**config.mk**
```make
export PLATFORM = sky130hd
export DESIGN_NAME = rx_front
export DESIGN_NICKNAME = d
export VERILOG_FILES = /design/src/rtl/rx_front_pkg.sv /design/src/rtl/in_sync3.sv /design/src/rtl/rx_front.sv
export SDC_FILE = /design/constraint.sdc
export NUM_CORES = 1
export LEC_CHECK = 0
export ABC_AREA = 1
export BUFFER_PORTS_ARGS = -buffer_cell sky130_fd_sc_hd__buf_4
export CAP_MARGIN = 25
export CELL_PAD_IN_SITES_DETAIL_PLACEMENT = 1
export CELL_PAD_IN_SITES_GLOBAL_PLACEMENT = 2
export CORE_MARGIN = 2
export CORE_UTILIZATION = 35
export CTS_CLUSTER_DIAMETER = 200
export DETAILED_ROUTE_END_ITERATION = 7
export PLACE_DENSITY_LB_ADDON = 0.1
export SLEW_MARGIN = 20
export SYNTH_ARGS = -nofsm -noshare
export SYNTH_HDL_FRONTEND = slang
export SYNTH_HIERARCHICAL = 1
export SYNTH_SLANG_ARGS = --single-unit
```
**constraint.sdc**
```tcl
create_clock -name clk_sys -period 1.35 [get_ports clk_sys]
set_input_delay 0.0675 -clock clk_sys [delete_from_list [all_inputs] [get_ports clk_sys]]
set_output_delay 0.0675 -clock clk_sys [all_outputs]
set_load 0.05 [all_outputs]
```
**src/rtl/rx_front_pkg.sv**
```systemverilog
/*
  Package for the port receive front end: modes, sync period, synchroniser depth.
  Assumes one system clock (clk_sys, 125 MHz) that samples all link clocks.
*/
package rx_front_pkg;
  // ==========================================================================
  // Modes
  typedef enum logic [1:0] {
    MODE_MII = 2'b00,
    MODE_SMII = 2'b01,
    MODE_SRCSYNC = 2'b11
  } port_mode_t;

  // ==========================================================================
  // Framing and timing
  localparam int SEG_BITS = 10;
  localparam logic [3:0] SEG_LAST = 4'h9;
  localparam logic [3:0] SEG_RESET = 4'h0;
  localparam int SYNC_STAGES = 3;
  localparam int NIBBLE_W = 4;
  localparam int SERIAL_PORTS = 4;
endpackage

```
**src/rtl/in_sync3.sv**
```systemverilog
/*
  Three-stage input synchroniser with edge detection for a bus of pins.
  Assumes inputs are asynchronous to clk; stage 1 feeds stage 2 only.
*/
`timescale 1ns/1ns
module in_sync3 #(
  parameter int W = 1
) (
  input wire logic clk,
  input wire logic srst,
  input wire logic [W-1:0] pin,
  output logic [W-1:0] level,
  output logic [W-1:0] rise,
  output logic [W-1:0] fall
);
  logic [W-1:0] s1;
  logic [W-1:0] s2;
  logic [W-1:0] s3;
  logic [W-1:0] held;
  logic [W-1:0] agree;

  // ==========================================================================
  // Sync chain; runs through reset so the accepted level is known at release
  always_ff @(posedge clk) begin
    s1 <= pin;
    s2 <= s1;
    s3 <= s2;
  end

  // Accepted level: a change counts once s2 and s3 agree
  assign agree = ~(s2 ^ s3);
  always_ff @(posedge clk) begin
    if (srst) begin
      held <= s3; // Track the pin in reset, so no false edge follows release
    end else begin
      held <= (agree & s3) | (~agree & held);
    end
  end

  assign level = held;
  assign rise = agree & s3 & ~held;
  assign fall = agree & ~s3 & held;
endmodule // in_sync3

```
**src/rtl/rx_front.sv**
```systemverilog
/*
  Receive and framing-sync front end of one port: MII nibble capture or four
  SMII serial lines, plain or source-synchronous, and the shared sync pin.
  Link clocks are sampled, not used as clocks: every rise is found in clk_sys
  through the three-stage chain, and the data lines pass a chain of the same
  depth, so both stay aligned. A capture pulse follows a pin edge by three
  to four clk_sys periods.
  Assumes link clocks are slow enough for clk_sys to find their edges (each
  level lasting at least two clk_sys periods, so a full-rate serial link needs
  a faster system clock), and mode is static while port_enable is high.
  Mode code 10 captures nothing but still drives the shared pin low.
  The shared pin stays undriven through reset and in MII mode; software must
  pick the mode before it raises port_enable, and framing restarts with every
  enable, so the first sync pulse follows the first link clock rise.
*/
`timescale 1ns/1ns
module rx_front
  import rx_front_pkg::*;
(
  input wire logic clk_sys,
  input wire logic srst,
  input wire logic port_enable,
  input wire logic [1:0] port_mode,
  input wire logic port_rx_clock,
  input wire logic shared_serial_ref_clock,
  input wire logic srcsync_tx_clock,
  input wire logic [NIBBLE_W-1:0] port_rx_nibble,
  input wire logic port_rx_valid,
  input wire logic port_collision,
  input wire logic sense_sync_in,
  output logic sense_sync_out,
  output logic sense_sync_oe,
  output logic [NIBBLE_W-1:0] mii_nibble,
  output logic mii_nibble_valid,
  output logic carrier_sense,
  output logic collision,
  output logic [SERIAL_PORTS-1:0] serial_bit,
  output logic serial_bit_valid,
  output logic serial_seg_start
);
  logic [NIBBLE_W-1:0] nib_lvl;
  logic rxc_rise;
  logic refc_rise;
  logic txc_rise;
  logic dv_lvl;
  logic col_lvl;
  logic crs_lvl;
  logic [2:0] clk_rise;
  logic [3:0] tx_seg_cnt;
  logic [3:0] next_tx_seg_cnt;
  logic bit_edge;
  logic sync_edge;
  logic enabled;
  port_mode_t mode;

  // ==========================================================================
  // Mode decoding shared by the capture, status, framing and sync paths
  function automatic logic is_mii_on(input logic en, input port_mode_t m);
    return en && m == MODE_MII;
  endfunction

  function automatic logic is_serial_on(input logic en, input port_mode_t m);
    return en && (m == MODE_SMII || m == MODE_SRCSYNC);
  endfunction

  // Static mode; a disabled port ignores every receive input
  assign mode = port_mode_t'(port_mode);
  assign enabled = port_enable;

  // ==========================================================================
  // Synchronisers: link clocks as sampled inputs
  in_sync3 #(.W(3)) u_clk_sync (
    .clk(clk_sys),
    .srst(srst),
    .pin({srcsync_tx_clock, shared_serial_ref_clock, port_rx_clock}),
    .level(),
    .rise(clk_rise),
    .fall()
  );
  assign rxc_rise = clk_rise[0];
  assign refc_rise = clk_rise[1];
  assign txc_rise = clk_rise[2];

  // Data, valid/rx-sync, collision and carrier sense
  in_sync3 #(.W(NIBBLE_W + 3)) u_data_sync (
    .clk(clk_sys),
    .srst(srst),
    .pin({sense_sync_in, port_collision, port_rx_valid, port_rx_nibble}),
    .level({crs_lvl, col_lvl, dv_lvl, nib_lvl}),
    .rise(),
    .fall()
  );

  // Sampling edge per mode
  assign bit_edge = (mode == MODE_SRCSYNC) ? rxc_rise :
                    (mode == MODE_SMII) ? refc_rise : 1'b0;

  // ==========================================================================
  // MII capture: nibble taken on rx clock edge only while valid
  always_ff @(posedge clk_sys) begin
    if (srst) begin
      mii_nibble <= 4'h0;
      mii_nibble_valid <= 1'b0;
    end else begin
      mii_nibble_valid <= 1'b0;
      if (is_mii_on(enabled, mode) && rxc_rise && dv_lvl) begin
        mii_nibble <= nib_lvl;
        mii_nibble_valid <= 1'b1;
      end
    end
  end

  // ==========================================================================
  // MII carrier sense: synchronised pin, forced low outside MII
  always_ff @(posedge clk_sys) begin
    if (srst) begin
      carrier_sense <= 1'b0;
    end else begin
      carrier_sense <= is_mii_on(enabled, mode) && crs_lvl;
    end
  end

  // MII collision: the pin has no effect in either serial mode
  always_ff @(posedge clk_sys) begin
    if (srst) begin
      collision <= 1'b0;
    end else begin
      collision <= is_mii_on(enabled, mode) && col_lvl;
    end
  end

  // ==========================================================================
  // SMII capture: four independent serial lines, one bit each per edge
  always_ff @(posedge clk_sys) begin
    if (srst) begin
      serial_bit <= 4'h0;
      serial_bit_valid <= 1'b0;
    end else begin
      serial_bit_valid <= 1'b0;
      if (enabled && bit_edge) begin
        serial_bit <= nib_lvl;
        serial_bit_valid <= 1'b1;
      end
    end
  end

  // ==========================================================================
  // Receive segment start: srcsync follows the PHY pulse, plain SMII its own sync
  always_ff @(posedge clk_sys) begin
    if (srst) begin
      serial_seg_start <= 1'b0;
    end else begin
      serial_seg_start <= 1'b0;
      if (enabled && bit_edge) begin
        if (mode == MODE_SRCSYNC) begin
          serial_seg_start <= dv_lvl;
        end else begin
          serial_seg_start <= (tx_seg_cnt == SEG_RESET);
        end
      end
    end
  end

  // ==========================================================================
  // Sync output generator: one pulse every ten clocks of the chosen clock
  // Plain mode counts reference clock rises, srcsync transmit clock rises
  assign sync_edge = (mode == MODE_SMII) ? refc_rise :
                     (mode == MODE_SRCSYNC) ? txc_rise : 1'b0;

  // Next segment count: wraps after the last bit of a segment
  always_comb begin
    next_tx_seg_cnt = tx_seg_cnt;
    if (sync_edge) begin
      next_tx_seg_cnt = (tx_seg_cnt == SEG_LAST) ? SEG_RESET : tx_seg_cnt + 4'h1;
    end
  end

  // Pulse stands from the edge that starts a segment to the next edge
  always_ff @(posedge clk_sys) begin
    if (srst) begin
      tx_seg_cnt <= SEG_RESET;
      sense_sync_out <= 1'b0;
    end else if (!is_serial_on(enabled, mode)) begin
      tx_seg_cnt <= SEG_RESET; // Restart framing on every enable
      sense_sync_out <= 1'b0;
    end else begin
      tx_seg_cnt <= next_tx_seg_cnt;
      if (sync_edge) begin
        sense_sync_out <= (tx_seg_cnt == SEG_RESET);
      end
    end
  end

  // ==========================================================================
  // Pin direction: undriven in reset and MII, driven in every other enabled mode code
  always_ff @(posedge clk_sys) begin
    if (srst) begin
      sense_sync_oe <= 1'b0;
    end else begin
      sense_sync_oe <= enabled && mode != MODE_MII;
    end
  end
endmodule // rx_front

```
**Word level (Yosys, flattened, before mapping)**

Cells that the tools add are included.

- Equality and inequality tests: 3
- Order comparisons: 0
- Mux-type cells: 10
- Add/subtract/negate cells: 1
- Div/mod/pow operators: 0
- Bitwise logic cells: 16
- Reduce and logical (&&, ||, !) cells: 14
- Multiply operators: 0
- Shift-type cells: 0

Operators with widths:

| operator | count |
|---|---|
| 7-bit AND | 2 |
| 7-bit NOT | 2 |
| 3-bit AND | 3 |
| 3-bit NOT | 3 |
| 1-bit logical AND | 8 |
| 1-bit 2-to-1 mux | 7 |
| 7-bit 2-to-1 mux | 1 |
| 7-bit OR | 1 |
| 7-bit bitwise XOR | 1 |
| 4-bit by 1-bit adder with 4-bit output (second input constant) | 1 |
| 4-bit equality test (second input constant) | 1 |
| 4-bit logical NOT | 1 |
| 4-bit 2-to-1 mux | 1 |
| 2-bit OR reduction | 2 |
| 3-bit 2-to-1 mux | 1 |
| 3-bit OR | 1 |
| 3-bit bitwise XOR | 1 |
| 2-bit by 1-bit equality test with 1-bit output (second input constant) | 1 |
| 2-bit equality test (second input constant) | 1 |
| 2-bit logical NOT | 1 |
| 1-bit NOT | 2 |
| 2-bit nonzero test | 1 |
| 1-bit logical OR | 1 |

- Input bits: 15
- RAM bits: 0
- Output and inout bits: 15
- Memories kept: 0
- Register bits: 59
- Logic and storage cells: 62
- Memory bits (read-only): 0
- Bits in latches: 0

**Longest topological paths before layout**

- Word-level depth: 9
- Depth in mapped cells: 8
- Mapped depth without buffers: 8

**Hierarchy**

The synthesis kept the hierarchy.

By module, submodules not included:

| module | instances | seq. area each (sq um) | area each (sq um) | cells an instance |
|---|---|---|---|---|
| in_sync3 at u_data_sync | 1 | 630.6 | 1058.5 | 100 |
| rx_front | 1 | 380.4 | 785.8 | 105 |
| in_sync3 at u_clk_sync | 1 | 270.3 | 454.2 | 43 |

**Worst setup path before layout**

No wires, ideal clock.

- Path kind: register to register
- From: reg u_clk_sync.s2[0]
- To: reg mii_nibble[0]
- Data required time: 1.280 ns
- Path slack: 0.186 ns
- Library setup time: 0.070 ns
- Stages on the path, launching flop included: 8
- Clock period less this slack: 1.164 ns
- Buffers on the path: 0
- Arrival time: 1.094 ns
- Path through: dfxtp_1 ha_1 inv_1 nor2_1 nand3_2 nor2_4 o21ai_0 a21oi_1

- Longest elaborated chain between the ends: 6

Ends and longest elaborated chain:

| element | RTL line | text |
|---|---|---|
| start: declaration | in_sync3.sv:17 | `logic [W-1:0] s2;` |
| start signal: assignment | in_sync3.sv:26 | `s2 <= s1;` |
| 3-bit bitwise XOR | in_sync3.sv:31 | `assign agree = ~(s2 ^ s3);` |
| 3-bit NOT | in_sync3.sv:31 |  |
| 3-bit AND (2 in a row) | in_sync3.sv:41 | `assign rise = agree & s3 & ~held;` |
| net clk_rise[0] | rx_front.sv:48 | `logic [2:0] clk_rise;` |
| 1-bit logical AND (2 in a row) | rx_front.sv:106 | `if (is_mii_on(enabled, mode) && rxc_rise && dv_lvl) begin` |
| end signal: assignment | rx_front.sv:107 | `mii_nibble <= nib_lvl;` |
| end: declaration | rx_front.sv:33 | `output logic [NIBBLE_W-1:0] mii_nibble,` |

The timed path passes the listed nets, and every way through them passes these cells.
A chain may end at the register's enable or synchronous reset.

**Worst setup path in the final report**

- From: reg u_clk_sync.s2[0]
- To: reg mii_nibble[3]

The elaborated chain is that of the path after synthesis.

==> key figures <==
Worst setup path
  – Startpoint Class: register
  – CP arrival: ~1.6 ns
  – FF-to-FF Start: u_clk_sync/s2[0]
  – Type of the worst setup path: reg -> reg
  – Worst Reg-to-Reg Cells: 7
  – R2R setup slack: 0.08 ns
  – Setup crit end kind: register
  – CP required: 1.62 ns
  – Reg2reg end: mii_nibble[3]
  – Highest net fanout along the worst path: 8

Clock tree
  – CTS tree: yes
  – Num CTS Buffers: 9
  – CTS root buffer: clkbuf_8
  – Clk Latency, worst-skew pair: around 0.34 ns
  – H-tree Lvls: 3
  – Longest Clk Path Bufs: 2
  – CTS clock-pin slew for the worst setup and hold paths: around 0.07 ns
  – Clk sinks: slightly below 60

Timing
  – Fin crit share: 94.4%
  – Fmax: 785 MHz
  – Worst slew margin: roughly 83%
  – Hold Violations, Final: 0
  – Clock skew: about 0.0076 ns
  – Setup violators final: 0
  – Total Neg Setup Slack: 0 ns
  – Slew Limit Fails: 0
  – Min Tclk post-route: 1.27 ns
  – Worst hold slack: between 0.05 and 0.06 ns
  – Tightest Pin Transition: 0.258 ns
  – RSZ-0062 raised after global routing: yes

Placement
  – Routability-driven placement congestion ratio: approximately 0.75
  – IO Port Bufs: 29
  – Cell count after placement: just over 300
  – Hpwl dp: ~2300 um

Global route
  – Vias in the first global route: 1328
  – Initial antenna violation count: 0
  – Gr usage total: between 10% and 20%
  – First-pass GRT wire length: about 5700 um
  – GRT overflow: 0
  – Pin count of the biggest net entering global routing: 15

Worst hold path
  – Cell count of the worst hold path: 4
  – Hold wc startpoint: port_mode[1]
  – Hold endpoint: carrier_sense
  – HP Class: in -> reg

Final layout
  – Number of antenna diodes: 0
  – Multi-input logic area: between 600 and 700 um^2
  – Layout cells sized above 1: between 20% and 30%
  – Final nets: 288
  – FF/Latch Area: 0.00128 mm^2
  – Core Util, Final: 46.6%
  – Area grow syn2layout: 30.8%
  – Post-route insts no fill: 340
  – Filler cells: about 670

Power and ir drop
  – Power per standard cell area: about 1300 mW/mm^2
  – Peak VDD IR: 0.607 mV
  – Leakage: roughly 1.3 nW

Logic synthesis
  – Mapped Area: about 0.0021 mm^2
  – Mapped Cells: 207
  – Syn nets: around 240
  – Syn Area/Cell: about 10 um^2
  – Synth warn: 6

Floorplan
  – Num rows: 28
  – Starting Density: about 36%
  – Core area: 0.00585 mm^2
  – Num ports: 30
  – Die area: roughly 0.0066 mm^2
  – Die Width: between 80 and 90 um
  – DIE HEIGHT: between 80 and 90 um

Routing
  – Routed len/inst: 10.5 um
  – Antenna Nets Post-Route: 0
  – Vias/cell: 4.19
  – Initial DRC Count: 46
  – DR vias: roughly 1.4k
  – First-pass detailed-route iteration total: 4
  – Aggregate routed wire length: roughly 3600 um
  – Drt drc: 0

Status
  – Outcome: finished, final reports clean

Flow run
  – MaxCap Viol Count: 0
area by class of cell:
class                   count  area share [%]
clock buffers              10            4.68
multi-input cells         108            25.2
repair buffers             42            12.6
flip-flops and latches     59            47.1
clock inverters             6            1.52
inverters                  40            5.51
well taps                  75            3.44
critical path, stage by stage, from the launching register on:
cell and delay, ns:
dfxtp_2 0.34, ha_1 0.14, inv_1 0.06, nor2_4 0.13
nand3_2 0.10, nor2_4 0.19, o21ai_0 0.12, a21oi_1 0.13
timing repair:
| item | in CTS | in global routing |
|---|---|---|
| cloned | 0 | 2 |
| setup endpoints to repair | 2 | 13 |
| pin swaps | 1 | 6 |
| hold buffers | 11 | 0 |
| setup buffers | 0 | 2 |
| endpoints found under the hold margin | 11 | 0 |
| resized for setup | 0 | 13 |
cells in the final DEF (no fill, tap or decap), types with 4 or more instances in the layout:
cell and n:
nand3_1 7, ha_1 13, clkbuf_8 9, dfxtp_1 47
buf_4 31, nor2_1 14, inv_1 36, a21oi_2 6
edfxtp_1 10, a21oi_1 16, inv_2 4, dlygate4sd3_1 11
nand2_1 29
worst max path at each step:
stage          depth (start not counted)            end        startpoint  slack (ns)
6_report                               7  mii_nibble[3]  u_clk_sync/s2[0]        0.08
5_1_grt                                7  mii_nibble[3]  u_clk_sync/s2[0]       -0.06
4_1_cts                                7  mii_nibble[1]  u_clk_sync/s2[0]       0.005
3_5_place_dp                           7  mii_nibble[0]  u_clk_sync/s2[0]        0.01
3_3_place_gp                           8  serial_bit[1]  u_clk_sync/s2[0]        0.02
2_1_floorplan                          7  mii_nibble[0]  u_clk_sync/s2[0]        0.19
per-stage QoR:
| step | cell area [um^2] | setup slack [ns] | total power (W) |
|---|---|---|---|
| after global placement | 2380 | 0.0201 | 0.00217 |
| after global routing | 2730 | -0.0565 | 0.00372 |
| after floorplan | 2080 | 0.186 | 0.00210 |
| final | 2730 | 0.0762 | 0.00353 |
| after detailed placement | 2380 | 0.0103 | 0.00218 |
| after CTS | 2660 | 0.00491 | 0.00359 |
power breakdown:
| group | switching, W | total, W | leakage, nW | internal (W) |
|---|---|---|---|---|
| Combinational | 0.000158 | 0.000273 | 0.689 | 0.000115 |
| Clock | 0.000693 | 0.00136 | 0.0866 | 0.000665 |
| Sequential | 0.0000283 | 0.00190 | 0.513 | 0.00188 |
metal layers:
layer  vias up  wire length [um]  global-route usage (%)
met3         8               166                    5.33
met4         0                70                    8.14
met5         -                 0                       0
li1        749                 -                       -
met2        28              1610                    17.8
met1       639              1720                    14.0
Power figures use the tool's default switching activity.
